File: src/core/ccs_params.svh
// constants for the clock switch and reference output block
`ifndef CCS_PARAMS_SVH
`define CCS_PARAMS_SVH

`define CCS_OFS_OSC_CTRL 6'h00
`define CCS_OFS_REFOUT_CTRL 6'h01

`define CCS_KEY_HI_1 8'h78
`define CCS_KEY_HI_2 8'h9a
`define CCS_KEY_LO_1 8'h46
`define CCS_KEY_LO_2 8'h57

`define CCS_BIT_REQ 0
`define CCS_BIT_SECONDARY_SOURCE 1
`define CCS_BIT_KEEP 2
`define CCS_BIT_CF 3
`define CCS_BIT_PLL_LOCK 5
`define CCS_BIT_SEL_LOCK 7
`define CCS_POS_NEW 8
`define CCS_POS_CUR 12

`define CCS_BIT_RO_EN 15
`define CCS_BIT_RO_SLP 13
`define CCS_BIT_RO_SEL 12
`define CCS_POS_RO_DIV 8

`define CCS_SRC_FRC 3'h0
`define CCS_SRC_FRC_PLL 3'h1
`define CCS_SRC_PRI 3'h2
`define CCS_SRC_PRI_PLL 3'h3
`define CCS_SRC_SEC 3'h4
`define CCS_SRC_LOW_POWER_RC_SOURCE 3'h5
`define CCS_SRC_FRC_DIV 3'h7

`define CCS_SUB_EC 2'h0

`define CCS_ON_FRC 0
`define CCS_ON_PRI 1
`define CCS_ON_SEC 2
`define CCS_ON_LOW_POWER_RC_SOURCE 3
`define CCS_ON_PLL 4

`define CCS_SETTLE_CYCLES 4'ha
`define CCS_UNL_IDLE 2'h0
`define CCS_UNL_HALF 2'h1
`define CCS_UNL_OPEN 2'h2

`endif

File: src/core/ccs_pkg.sv
// types shared by the clock switch block
package ccs_pkg;
`include "ccs_params.svh"

   typedef logic [2:0] ccs_src_t;
   typedef logic [4:0] ccs_on_t;

   typedef enum logic [1:0] {
      CCS_IDLE,
      CCS_CHECK,
      CCS_WAIT,
      CCS_SETTLE
   } ccs_fsm_e;

   typedef struct packed {
      logic ack;
      logic [31:0] dat;
      ccs_src_t cur;
      ccs_src_t nsel;
      logic req;
      logic sel_lock;
      logic pll_lock;
      logic cf;
      logic keep;
      logic secondary_source;
      logic [1:0] hi_st;
      logic [1:0] lo_st;
      ccs_fsm_e fsm;
      logic [3:0] cnt;
      ccs_on_t on;
      ccs_on_t src_en;
      logic ro_en;
      logic ro_slp;
      logic ro_sel;
      logic [3:0] ro_div;
      logic ro_oe;
   } ccs_state_s;
endpackage

File: src/core/ccs_refout_div.sv
// power-of-two divider that drives the reference output pin
`timescale 1ns/1ps
module ccs_refout_div #(
   parameter int DIV_BITS = 4
) (
   input wire logic clk,
   input wire logic rst_n,
   input wire logic run,
   input wire logic base_tick,
   input wire logic [DIV_BITS-1:0] divisor,
   output logic pin
);
   localparam int CW = (1 << DIV_BITS) - 1;

   logic [CW-1:0] cnt_reg;
   logic [CW-1:0] cnt_next;
   logic pin_reg;
   logic pin_next;
   logic [CW-1:0] limit;

   // each base tick is one base clock edge; toggling every 2^n ticks divides by 2^n
   always_comb begin
      limit = CW'((32'h1 << divisor) - 32'h1);
      cnt_next = cnt_reg;
      pin_next = pin_reg;
      if (!run) begin
         cnt_next = '0;
         pin_next = 1'b0;
      end else if (base_tick) begin
         if (cnt_reg >= limit) begin
            cnt_next = '0;
            pin_next = ~pin_reg;
         end else begin
            cnt_next = cnt_reg + CW'(1);
         end
      end
   end

   always_ff @(posedge clk) begin
      if (!rst_n) begin
         cnt_reg <= '0;
         pin_reg <= 1'b0;
      end else begin
         cnt_reg <= cnt_next;
         pin_reg <= pin_next;
      end
   end

   assign pin = pin_reg;
endmodule

File: src/core/ccs_clock_switch.sv
// clock source switching with unlock sequences and reference clock output
//////////////////////////////////////////////////////////////////////////////
// What this block does
// switching and fail-safe monitor work only when config bit is zero
// switching off: new-source field ignored, current follows default config
// switching off: switch request has no effect and reads zero
// high byte writable only right after 78h then 9Ah writes
// low byte writable only right after 46h then 57h writes
// request with current equal new clears request and aborts
// valid switch start clears PLL lock status and clock-fail flag
// enable new source; wait start-up timer for crystal, lock for PLL
// count ten new-clock cycles before moving the system clock
// on changeover clear request and copy new into current
// turn old source off, keep low-power RC and secondary as needed
// bus keeps answering normally throughout a switch
// software must pass through fast RC between the two PLL modes
// primary submode fixed by configuration, never by software
// software polls request bit, then lock bit on failure
// software keeps interrupts off during unlock and write
// reference enable bit drives divided reference onto the pin
// divisor code n divides base clock by two to the n
// source-select one picks primary oscillator, zero the system clock
// sleep-run bit keeps reference running during sleep
// sleep reference needs both bits and primary mode; else primary stops unless the keep bit is set
// source fields use the fixed three-bit encoding
// monitor on and selection lock set refuse selection changes
// any other access after an unlock pair closes the window
//////////////////////////////////////////////////////////////////////////////
`timescale 1ns/1ps
`include "ccs_params.svh"
module ccs_clock_switch (
   input wire logic MCLK,
   input wire logic RST_B,
   input wire logic WB_CYC_I,
   input wire logic WB_STB_I,
   input wire logic WB_WE_I,
   input wire logic [7:0] WB_ADR_I,
   input wire logic [3:0] WB_SEL_I,
   input wire logic [31:0] WB_DAT_I,
   output logic [31:0] WB_DAT_O,
   output logic WB_ACK_O,
   input wire logic SWITCH_MONITOR_CFG,
   input wire ccs_pkg::ccs_src_t DEFAULT_SOURCE_CFG,
   input wire logic [1:0] PRIMARY_SUBMODE_CFG,
   input wire logic WATCHDOG_ON,
   input wire logic SLEEP,
   input wire logic FRC_TICK,
   input wire logic PRI_TICK,
   input wire logic SEC_TICK,
   input wire logic LOW_POWER_RC_SOURCE_TICK,
   input wire logic PLL_TICK,
   input wire logic OSC_STARTUP_DONE,
   input wire logic PLL_LOCKED,
   input wire logic CLOCK_FAIL,
   output ccs_pkg::ccs_on_t SRC_ENABLE,
   output ccs_pkg::ccs_src_t SYS_SOURCE,
   output logic REFOUT_PIN,
   output logic REFOUT_OE
);
   import ccs_pkg::*;

   ccs_state_s s_reg;
   ccs_state_s s_next;

   //////////////////////////////////////////////////////////////////////////
   // source helpers

   // oscillators and PLL that a source code needs
   function automatic ccs_on_t src_mask(input ccs_src_t src);
      ccs_on_t m;
      m = '0;
      // source code meaning
      case (src)
         `CCS_SRC_FRC, `CCS_SRC_FRC_DIV: m[`CCS_ON_FRC] = 1'b1;
         `CCS_SRC_FRC_PLL: begin
            m[`CCS_ON_FRC] = 1'b1;
            m[`CCS_ON_PLL] = 1'b1;
         end
         `CCS_SRC_PRI: m[`CCS_ON_PRI] = 1'b1;
         `CCS_SRC_PRI_PLL: begin
            m[`CCS_ON_PRI] = 1'b1;
            m[`CCS_ON_PLL] = 1'b1;
         end
         `CCS_SRC_SEC: m[`CCS_ON_SEC] = 1'b1;
         `CCS_SRC_LOW_POWER_RC_SOURCE: m[`CCS_ON_LOW_POWER_RC_SOURCE] = 1'b1;
         default: m = '0;
      endcase
      return m;
   endfunction

   // clock edge tick of the clock that a source code delivers
   function automatic logic src_tick(input ccs_src_t src, input logic [4:0] t);
      logic k;
      case (src)
         `CCS_SRC_FRC, `CCS_SRC_FRC_DIV: k = t[`CCS_ON_FRC];
         `CCS_SRC_FRC_PLL, `CCS_SRC_PRI_PLL: k = t[`CCS_ON_PLL];
         `CCS_SRC_PRI: k = t[`CCS_ON_PRI];
         `CCS_SRC_SEC: k = t[`CCS_ON_SEC];
         `CCS_SRC_LOW_POWER_RC_SOURCE: k = t[`CCS_ON_LOW_POWER_RC_SOURCE];
         default: k = 1'b0;
      endcase
      return k;
   endfunction

   function automatic logic is_primary(input ccs_src_t src);
      return (src == `CCS_SRC_PRI) || (src == `CCS_SRC_PRI_PLL);
   endfunction

   //////////////////////////////////////////////////////////////////////////
   // combinational view of the configuration

   logic switch_on;
   logic monitor_on;
   logic sel_locked;
   logic [4:0] ticks;
   logic acc;
   logic hit_osc;
   logic hit_ref;
   logic wr_hi;
   logic wr_lo;
   logic hi_ok;
   logic lo_ok;
   logic new_tick;
   logic crystal;
   logic ready;
   logic ref_sleep_ok;
   logic ro_run;
   logic base_tick;
   ccs_on_t keep_mask;
   ccs_on_t new_mask;

   always_comb begin
      // config bit programmed to zero enables switching and monitor
      switch_on = ~SWITCH_MONITOR_CFG;
      monitor_on = ~SWITCH_MONITOR_CFG;
      // lock only bites with the monitor enabled
      sel_locked = monitor_on & s_reg.sel_lock;
      ticks = {PLL_TICK, LOW_POWER_RC_SOURCE_TICK, SEC_TICK, PRI_TICK, FRC_TICK};
      acc = WB_CYC_I & WB_STB_I & ~s_reg.ack;
      hit_osc = WB_ADR_I[7:2] == `CCS_OFS_OSC_CTRL;
      hit_ref = WB_ADR_I[7:2] == `CCS_OFS_REFOUT_CTRL;
      wr_hi = acc & WB_WE_I & hit_osc & WB_SEL_I[1];
      wr_lo = acc & WB_WE_I & hit_osc & WB_SEL_I[0];
      // high byte open only for the write after the key pair
      hi_ok = wr_hi & (s_reg.hi_st == `CCS_UNL_OPEN);
      // low byte open only for the write after the key pair
      lo_ok = wr_lo & (s_reg.lo_st == `CCS_UNL_OPEN);
      new_tick = src_tick(s_reg.nsel, ticks);
      new_mask = src_mask(s_reg.nsel);
      // submode comes only from configuration; EC needs no start-up wait
      crystal = PRIMARY_SUBMODE_CFG != `CCS_SUB_EC;
      // crystal waits on start-up timer if it was off at check, PLL on lock
      ready = 1'b1;
      if (s_reg.cnt[0]) begin
         ready = ready & OSC_STARTUP_DONE;
      end
      if (new_mask[`CCS_ON_PLL]) begin
         ready = ready & PLL_LOCKED;
      end
      // sources that must outlive a changeover
      keep_mask = '0;
      keep_mask[`CCS_ON_LOW_POWER_RC_SOURCE] = WATCHDOG_ON | monitor_on;
      keep_mask[`CCS_ON_SEC] = s_reg.secondary_source;
      // sleep reference needs both bits and a primary mode
      ref_sleep_ok = s_reg.ro_slp & s_reg.ro_sel & is_primary(s_reg.cur);
      // pin runs when enabled, and in sleep only if allowed
      ro_run = s_reg.ro_en & (~SLEEP | ref_sleep_ok);
      // base clock is primary or the current system clock
      base_tick = s_reg.ro_sel ? PRI_TICK : src_tick(s_reg.cur, ticks);
   end

   //////////////////////////////////////////////////////////////////////////
   // next state

   always_comb begin
      s_next = s_reg;

      // single-cycle ack regardless of any switch in progress
      s_next.ack = acc;
      if (acc) begin
         s_next.dat = '0;
         if (!WB_WE_I && hit_osc) begin
            s_next.dat[`CCS_POS_CUR +: 3] = s_reg.cur;
            s_next.dat[`CCS_POS_NEW +: 3] = s_reg.nsel;
            s_next.dat[`CCS_BIT_SEL_LOCK] = s_reg.sel_lock;
            s_next.dat[`CCS_BIT_PLL_LOCK] = s_reg.pll_lock;
            s_next.dat[`CCS_BIT_CF] = s_reg.cf;
            s_next.dat[`CCS_BIT_KEEP] = s_reg.keep;
            s_next.dat[`CCS_BIT_SECONDARY_SOURCE] = s_reg.secondary_source;
            s_next.dat[`CCS_BIT_REQ] = s_reg.req;
         end else if (!WB_WE_I && hit_ref) begin
            s_next.dat[`CCS_BIT_RO_EN] = s_reg.ro_en;
            s_next.dat[`CCS_BIT_RO_SLP] = s_reg.ro_slp;
            s_next.dat[`CCS_BIT_RO_SEL] = s_reg.ro_sel;
            s_next.dat[`CCS_POS_RO_DIV +: 4] = s_reg.ro_div;
         end
      end

      // any access other than the next key closes it, the open write included
      if (acc) begin
         if (wr_hi && WB_DAT_I[15:8] == `CCS_KEY_HI_1) begin
            s_next.hi_st = `CCS_UNL_HALF;
         end else if (wr_hi && s_reg.hi_st == `CCS_UNL_HALF &&
                      WB_DAT_I[15:8] == `CCS_KEY_HI_2) begin
            s_next.hi_st = `CCS_UNL_OPEN;
         end else begin
            s_next.hi_st = `CCS_UNL_IDLE;
         end
         if (wr_lo && WB_DAT_I[7:0] == `CCS_KEY_LO_1) begin
            s_next.lo_st = `CCS_UNL_HALF;
         end else if (wr_lo && s_reg.lo_st == `CCS_UNL_HALF &&
                      WB_DAT_I[7:0] == `CCS_KEY_LO_2) begin
            s_next.lo_st = `CCS_UNL_OPEN;
         end else begin
            s_next.lo_st = `CCS_UNL_IDLE;
         end
      end

      // unlocked high byte sets the new selection
      if (hi_ok && switch_on && !sel_locked) begin
         s_next.nsel = WB_DAT_I[`CCS_POS_NEW +: 3];
      end

      // unlocked low byte: lock is set-only, fail flag clear-only
      if (lo_ok) begin
         s_next.sel_lock = s_reg.sel_lock | WB_DAT_I[`CCS_BIT_SEL_LOCK];
         s_next.keep = WB_DAT_I[`CCS_BIT_KEEP];
         s_next.secondary_source = WB_DAT_I[`CCS_BIT_SECONDARY_SOURCE];
         if (!WB_DAT_I[`CCS_BIT_CF]) begin
            s_next.cf = 1'b0;
         end
         // hardware owns the request once a switch is under way
         if (switch_on && !sel_locked && s_reg.fsm == CCS_IDLE) begin
            s_next.req = WB_DAT_I[`CCS_BIT_REQ];
         end
      end

      if (acc && WB_WE_I && hit_ref) begin
         if (WB_SEL_I[1]) begin
            s_next.ro_en = WB_DAT_I[`CCS_BIT_RO_EN];
            s_next.ro_slp = WB_DAT_I[`CCS_BIT_RO_SLP];
            s_next.ro_sel = WB_DAT_I[`CCS_BIT_RO_SEL];
            s_next.ro_div = WB_DAT_I[`CCS_POS_RO_DIV +: 4];
         end
      end

      s_next.pll_lock = s_reg.on[`CCS_ON_PLL] & PLL_LOCKED;
      if (s_reg.secondary_source) begin
         s_next.on[`CCS_ON_SEC] = 1'b1;
      end

      case (s_reg.fsm)
         CCS_IDLE: begin
            if (s_reg.req) begin
               s_next.fsm = CCS_CHECK;
            end
         end
         CCS_CHECK: begin
            if (s_reg.cur == s_reg.nsel) begin
               // redundant switch is aborted
               s_next.req = 1'b0;
               s_next.fsm = CCS_IDLE;
            end else begin
               // fresh status for the new attempt
               s_next.pll_lock = 1'b0;
               s_next.cf = 1'b0;
               // start the new source if not running
               s_next.on = s_reg.on | new_mask;
               // on is already set while waiting, so the start-up debt is kept in cnt
               s_next.cnt = {3'h0, is_primary(s_reg.nsel) & crystal & ~s_reg.on[`CCS_ON_PRI]};
               s_next.fsm = CCS_WAIT;
            end
         end
         CCS_WAIT: begin
            if (ready) begin
               s_next.cnt = '0;
               s_next.fsm = CCS_SETTLE;
            end
         end
         CCS_SETTLE: begin
            // ten new-clock cycles before the changeover
            if (new_tick) begin
               if (s_reg.cnt == `CCS_SETTLE_CYCLES - 4'h1) begin
                  // report success and adopt the new source
                  s_next.req = 1'b0;
                  s_next.cur = s_reg.nsel;
                  // old source off except those still needed
                  s_next.on = src_mask(s_reg.nsel) | keep_mask;
                  s_next.fsm = CCS_IDLE;
               end else begin
                  s_next.cnt = s_reg.cnt + 4'h1;
               end
            end
         end
         default: s_next.fsm = CCS_IDLE;
      endcase

      // monitor event wins over any clear in the same cycle
      if (CLOCK_FAIL && monitor_on) begin
         s_next.cf = 1'b1;
      end

      if (!switch_on) begin
         // current follows the default source configuration
         s_next.cur = DEFAULT_SOURCE_CFG;
         s_next.nsel = DEFAULT_SOURCE_CFG;
         // request held at zero
         s_next.req = 1'b0;
         s_next.fsm = CCS_IDLE;
         s_next.on = src_mask(DEFAULT_SOURCE_CFG) | keep_mask;
      end

      s_next.src_en = s_next.on;
      // primary powers down in sleep unless kept
      if (SLEEP && !s_next.keep && !ref_sleep_ok) begin
         s_next.src_en[`CCS_ON_PRI] = 1'b0;
      end
      // output enable follows enable bit
      s_next.ro_oe = s_next.ro_en;
   end

   //////////////////////////////////////////////////////////////////////////
   // registers

   always_ff @(posedge MCLK) begin
      if (!RST_B) begin
         s_reg <= '0;
         s_reg.fsm <= CCS_IDLE;
         // sync reset, so the configuration can be taken directly
         s_reg.cur <= DEFAULT_SOURCE_CFG;
         s_reg.nsel <= DEFAULT_SOURCE_CFG;
         s_reg.on <= src_mask(DEFAULT_SOURCE_CFG);
         s_reg.src_en <= src_mask(DEFAULT_SOURCE_CFG);
      end else begin
         s_reg <= s_next;
      end
   end

   //////////////////////////////////////////////////////////////////////////
   // reference divider

   // divide by two to the divisor code
   ccs_refout_div #(
      .DIV_BITS(4)
   ) u_div (
      .clk(MCLK),
      .rst_n(RST_B),
      .run(ro_run),
      .base_tick(base_tick),
      .divisor(s_reg.ro_div),
      .pin(REFOUT_PIN)
   );

   assign WB_DAT_O = s_reg.dat;
   assign WB_ACK_O = s_reg.ack;
   assign SRC_ENABLE = s_reg.src_en;
   assign SYS_SOURCE = s_reg.cur;
   assign REFOUT_OE = s_reg.ro_oe;
endmodule

File: config.mk
export PLATFORM = sky130hd
export DESIGN_NAME = ccs_clock_switch
export DESIGN_NICKNAME = d
export VERILOG_FILES = /design/src/core/ccs_pkg.sv /design/src/core/ccs_refout_div.sv /design/src/core/ccs_clock_switch.sv
export VERILOG_INCLUDE_DIRS = /design/src /design/src/core
export SDC_FILE = /design/constraint.sdc
export NUM_CORES = 1
export LEC_CHECK = 0
export BUFFER_PORTS_ARGS = -buffer_cell sky130_fd_sc_hd__buf_2
export CAP_MARGIN = 30
export CORE_ASPECT_RATIO = 1.75
export CORE_MARGIN = 8
export CORE_UTILIZATION = 48
export DETAILED_ROUTE_END_ITERATION = 6
export GPL_TIMING_DRIVEN = 0
export PLACE_DENSITY = 0.75
export RECOVER_POWER = 25
export SYNTH_ARGS = -nofsm -noshare
export SYNTH_HDL_FRONTEND = slang
export SYNTH_SLANG_ARGS = --single-unit
File: constraint.sdc
create_clock -name MCLK -period 3.8 [get_ports MCLK]
set_clock_uncertainty 0.2 [all_clocks]
set_input_delay 0.76 -clock MCLK [delete_from_list [all_inputs] [get_ports MCLK]]
set_output_delay 0.76 -clock MCLK [all_outputs]
set_load 0.005 [all_outputs]
# [After elaboration in Yosys (flattened, before gate mapping)]
# Index checks and enable logic that the tools add are counted.
[op_classes] magnitude_cmp=1 n_eq_ne=42 n_bitwise=28 reduce_logical=46 mux=85 shifts=1 addsub=3
[ops] operator="$mux W1" count=47
[ops] operator="$mux W40" count=1
[ops] operator="$eq A3 B3 Y1 const B" count=9
[ops] operator="$eq A8 B7 Y1 const B" count=3
[ops] operator="$mux W2" count=12
[ops] operator="$mux W7" count=3
[ops] operator="$eq A3 B2 Y1 const B" count=6
[ops] operator="$mux W3" count=6
[ops] operator="$logic_and A1 B1 Y1" count=17
[ops] operator="$and A1 B1 Y1" count=16
[ops] operator="$reduce_or A2 Y1" count=8
[ops] operator="$add A15 B1 Y15 const B" count=1
[ops] operator="$ge A15 B15 Y1" count=1
[ops] operator="$mux W15" count=1
[ops] operator="$shl A1 B4 Y15 const A" count=1
[ops] operator="$sub A15 B1 Y15 const B" count=1
[ops] operator="$mux W4" count=3
[ops] operator="$mux W6" count=2
[ops] operator="$ne A2 B2 Y1 const B" count=6
[ops] operator="$ne A3 B1 Y1 const B" count=4
[ops] operator="$pmux W4 S3" count=1
[ops] operator="$mux W11" count=1
[ops] operator="$mux W5" count=2
[ops] operator="$or A5 B4 Y5" count=2
[ops] operator="28 further kinds" count=52
[word_totals] regBits=70 elab_cells=228 output_inout_bits=43

# [Logic depth before layout (Yosys ltp)]
[depth] ltp_word=13 depth_mapped=16 mapped_depth_nobuf=14

# [Cells and area by module]
# Synthesis repeated with hierarchy kept, for this count alone.
[unflattened] hier_cells=488 hier_area_um2=4115.2
[modules_own_cells] module="ccs_clock_switch" cells_each=332 area_per_inst_um2=2886.5 instances=1 seq_area_each_um2=1091.0
[modules_own_cells] module="ccs_refout_div" cells_each=156 area_per_inst_um2=1228.7 instances=1 seq_area_each_um2=320.3

# [Least setup slack after synthesis]
# OpenSTA, ideal clock, no wires.
[synth_timing] path_type="flip-flop to flip-flop" from="register s_reg[1] in the netlist's numbering" to="register u_div.cnt_reg[10]" n_path_buf=2 slack_ns=0.315 required_ns=3.483 period_less_slack_ns=3.485 arrival_ns=3.168 stages_incl_launch_ff=17 cell_sequence="dfxtp_1 or2_2 or3_1 ha_1 or2_2 o21ai_0 a22o_1 a21oi_1 ha_1 nand4_1 nor3b_1 o41ai_1 a31oi_1 or2_1 buf_2 buf_2 nor2_1"
[synth_via] elab_chain_len=4
[synth_lines] element="from (decl)" line_no="ccs_clock_switch.sv:62" text="ccs_state_s s_reg;"
[synth_lines] element="from (signal assigned)" line_no="ccs_clock_switch.sv:335" text="s_reg <= s_next;"
[synth_lines] element="$shl A1 B4 Y15" line_no="ccs_refout_div.sv:23" text="limit = CW'((32'h1 << divisor) - 32'h1);"
[synth_lines] element="$sub A15 B1 Y15" line_no="ccs_refout_div.sv:23"
[synth_lines] element="$ge A15 B15 Y1" line_no="ccs_refout_div.sv:30" text="if (cnt_reg >= limit) begin"
[synth_lines] element="$mux W15" line_no="ccs_refout_div.sv:30"
[synth_lines] element="to (signal assigned)" line_no="ccs_refout_div.sv:44" text="cnt_reg <= cnt_next;"
[synth_lines] element="to (decl)" line_no="ccs_refout_div.sv:15" text="logic [CW-1:0] cnt_reg;"
# No other way between the ends.
# A chain may end at the register's enable or synchronous reset.

# [Worst setup path after layout]
[layout_timing] from="register s_reg[1] in the netlist's numbering" to="register u_div.cnt_reg[12]"
# Same word-level chain as after synthesis.

==> impl_table.tex <==
\begin{tabular}{lr}
\hline
Metric & Value \\
\hline
\multicolumn{2}{l}{\textbf{Layout}} \\
Layout overhead on the synthesized area & 21.3\% \\
Proportion of layout cells with a drive suffix above 1 & 0.224 \\
Count of nets after finishing & 695 \\
Max reg flops & 25 \\
Post-route insts no fill & approximately 730 \\
Antenna diode count & 0 \\
Final Instance Area & just over 0.005 mm² \\
\multicolumn{2}{l}{\textbf{Drt}} \\
Sum of routed wire length over all layers & 11,800 µm \\
Violation count after the first detailed-routing iteration & approximately 150 \\
First-pass detailed-route iteration total & 5 \\
Remaining design rule violation count & 0 \\
Remaining antenna violation count after routing & 0 \\
Vias per cell & 5.51 \\
Via count & roughly 4,000 \\
Routed wirelength normalized by instance count & about 16 µm \\
\multicolumn{2}{l}{\textbf{Placed design}} \\
Area post-placement & 0.00476 mm² \\
Cells after DPL & roughly 720 \\
Placed wire-length estimate after detailed placement & between 9000 and 10,000 µm \\
Pre-CTS setup slack & -0.177 ns \\
RD Place Congestion & 0.992 \\
Number of buffers added on ports & 69 \\
\multicolumn{2}{l}{\textbf{Clock network}} \\
Post-cts hold buffer count & 0 \\
Level count of the clock H-tree & 3 \\
TritonCTS clock tree & yes \\
CTS sink cnt & 66 \\
Num CTS Buffers & 9 \\
Post-CTS clock slew at the launch and capture registers of the worst setup and hold paths & 0.06 ns \\
Clock insertion delay at the later pin of the skew report & about 0.34 ns \\
Number of buffers on the longest clock path & 2 \\
Buffer type at the clock tree root & clkbuf\_16 \\
\multicolumn{2}{l}{\textbf{Timing}} \\
Setup Total Neg Slack & 0 ns \\
Post-layout min period & approximately 3.6 ns \\
Achievable Freq & roughly 280 MHz \\
Rel. slew slack & 0.489 \\
Slew Viols, Final & 0 \\
Unrepaired setup endpoints after global routing & false \\
Number of hold violations in the final report & 0 \\
Smallest setup slack after layout & 0.195 ns \\
Setup-violating endpoint count in the final report & 0 \\
Actual slew at the worst max-slew pin & 0.763 ns \\
Final worst path period share & 0.949 \\
\multicolumn{2}{l}{\textbf{Global route}} \\
Pin count of the biggest net entering global routing & 13 \\
Gr ovfl total & 0 \\
Total global-route track usage & 0.199 \\
Initial antenna violation count & 0 \\
Number of global-route vias before repair & roughly 4,000 \\
Wire length of the first global-routing pass & between 15,000 and 20,000 µm \\
\multicolumn{2}{l}{\textbf{Setup path}} \\
Arrival time worst endpoint & approximately 3.7 ns \\
Slowest CP cell & dfxtp\_2 \\
Peak fanout along the critical path & 10 \\
Type of the worst setup path & reg2reg \\
Critical path endpoint category & flop \\
Delay of the slowest cell on the worst path & about 0.36 ns \\
Crit start category & flop \\
Worst Path Required & approximately 3.9 ns \\
CP Cell Sequence & or2\_4, or3\_4, ha\_4, or2\_2, o21ai\_0, a22o\_1, a21oi\_1, ha\_1, nand4\_1, nor3\_2, o31ai\_1, a31oi\_1, or2\_1, buf\_6, buf\_8, nor2\_1 \\
\multicolumn{2}{l}{\textbf{Floorplan}} \\
Vertical die dimension & $\sim$140 µm \\
\# IOs & between 100 and 150 \\
Die outline width & roughly 87 µm \\
Die area & roughly 0.012 mm² \\
Core area & $\sim$0.0086 mm² \\
Effective utilization at floorplan & 0.488 \\
Std-Cell Rows & 45 \\
\multicolumn{2}{l}{\textbf{Logic synthesis}} \\
Post-Synthesis Mean Instance Area & roughly 8 µm² \\
Flip-flop cell with the highest count after synthesis & dfxtp\_1 \\
Share of flip-flops with an asynchronous set or reset after synthesis & 0 \\
Number of distinct library cells after synthesis & between 60 and 70 \\
Ys Warns & 0 \\
Mapped cell area & $\sim$0.0042 mm² \\
Number of instances in the synthesized netlist & around 500 \\
Number of flip-flops and latches in the synthesized netlist & 66 \\
Number of flops mapped to enable cells by yosys & 9 \\
Share of synthesized area occupied by flip-flops and latches & 0.336 \\
\multicolumn{2}{l}{\textbf{Pwr}} \\
Worst VDD drop & between 200 and 250 µV \\
Power density cells & $\sim$350 mW/mm² \\
Pwr Total & between 1.5 and 2 mW \\
Leakage component of the power & roughly 2.1 nW \\
\multicolumn{2}{l}{\textbf{Flow run}} \\
Max Cap Viol & 0 \\
\multicolumn{2}{l}{\textbf{Run status}} \\
Result of the run & complete, no violations \\
\multicolumn{2}{l}{\textbf{Min path}} \\
Kind of path behind the tightest hold check & reg2reg \\
\hline
\end{tabular}
-- layout by cell type (no fill, tap or decap), types with 11 or more instances in the layout --
cell       n
nor2b_1   20
conb_1    18
buf_2     64
nor2_1    42
clkbuf_1  30
buf_4     29
xnor2_1   13
nand2_1   54
nor3_1    11
o21ai_0   23
dfxtp_1   56
clkbuf_4  12
a21oi_1   23
nand3_1   23
ha_1      18
mux2i_1   12
-- repair_timing --
item | CTS | global route
setup buffers | 1 | 0
resized for setup | 3 | 11
setup endpoints to repair | 10 | 15
pin swaps | 1 | 5
-- cells in the mapped netlist, drive strengths merged (5+ instances only) --
master / instances / area share
inv: 9 / 0.0080
nor2b: 20 / 0.030
buf: 46 / 0.078
o21ai: 24 / 0.029
clkbuf: 21 / 0.019
nand2: 54 / 0.048
a21oi: 23 / 0.027
a21boi: 11 / 0.020
xor2: 5 / 0.010
dfxtp: 57 / 0.27
nand4: 8 / 0.012
nor3: 12 / 0.014
nand3: 23 / 0.027
a221oi: 5 / 0.010
and2: 6 / 0.0089
o31ai: 5 / 0.012
or3: 5 / 0.0074
nor3b: 8 / 0.014
nand3b: 7 / 0.013
nand2b: 10 / 0.015
ha: 19 / 0.057
nor2: 44 / 0.040
mux2i: 12 / 0.029
edfxtp: 9 / 0.064
xnor2: 13 / 0.027
-- metrics by stage --
step                utilization  hold slack [ns]
floorplan                     -            0.240
global placement          0.552            0.256
detailed placement        0.553            0.261
CTS                       0.589            0.269
global route              0.592            0.294
finish                    0.592            0.267
-- cells by family after synthesis --
group	share of synthesized area
AOI/OAI and AO/OA	0.156
xor gates and xnor gates	0.0375
adders and majority gates	0.0566
buffers and inverters	0.105
DFF	0.336
muxes	0.0286
other	0.000892
and+or+nand+nor	0.280
-- final timing paths --
check	start	to	slack (ns)	cells past startpoint
worst max-delay path	s_reg[1]	u_div.cnt_reg[12]	0.20	16
worst min-delay path	WB_DAT_O[7]	WB_DAT_O[7]	0.27	2
worst max register to register	s_reg[1]	u_div.cnt_reg[12]	0.20	16
worst min register to register	WB_DAT_O[7]	WB_DAT_O[7]	0.27	2
-- per-layer routing --
layer | up-vias | GRT usage | wire (µm)
met5 | - | 0 | 0
met3 | 47 | 0.0448 | 584
met2 | 154 | 0.371 | 6520
met4 | 0 | 0.132 | 586
met1 | 1880 | 0.183 | 4150
li1 | 1956 | - | -
-- power by group --
part	leakage (nW)	internal (mW)	switching (mW)
sequential	0.556	0.727	0.0140
clock	0.141	0.483	0.326
combinational	1.38	0.0970	0.121
-- final cells by class --
class | instances | area, µm²
plain buffers | 67 | 423
clock buffers | 11 | 254
clock inverters | 5 | 35.0
fillers | 777 | 3510
inverters | 9 | 33.8
multi-input cells | 387 | 2450
flip-flops and latches | 66 | 1410
well taps | 117 | 146
repair buffers | 71 | 348
-- worst max-delay path: cells and delay by family (launching register included) --
kind                     cells  cell delay [ns]
flip-flops                   1             0.36
AO/OA/AOI/OAI                5             0.72
buffers and inverters        2             0.28
AND/OR/NAND/NOR              7             1.45
adder cells (fa/ha/maj)      2             0.52
No activity file was read; power rests on OpenSTA's default activity.
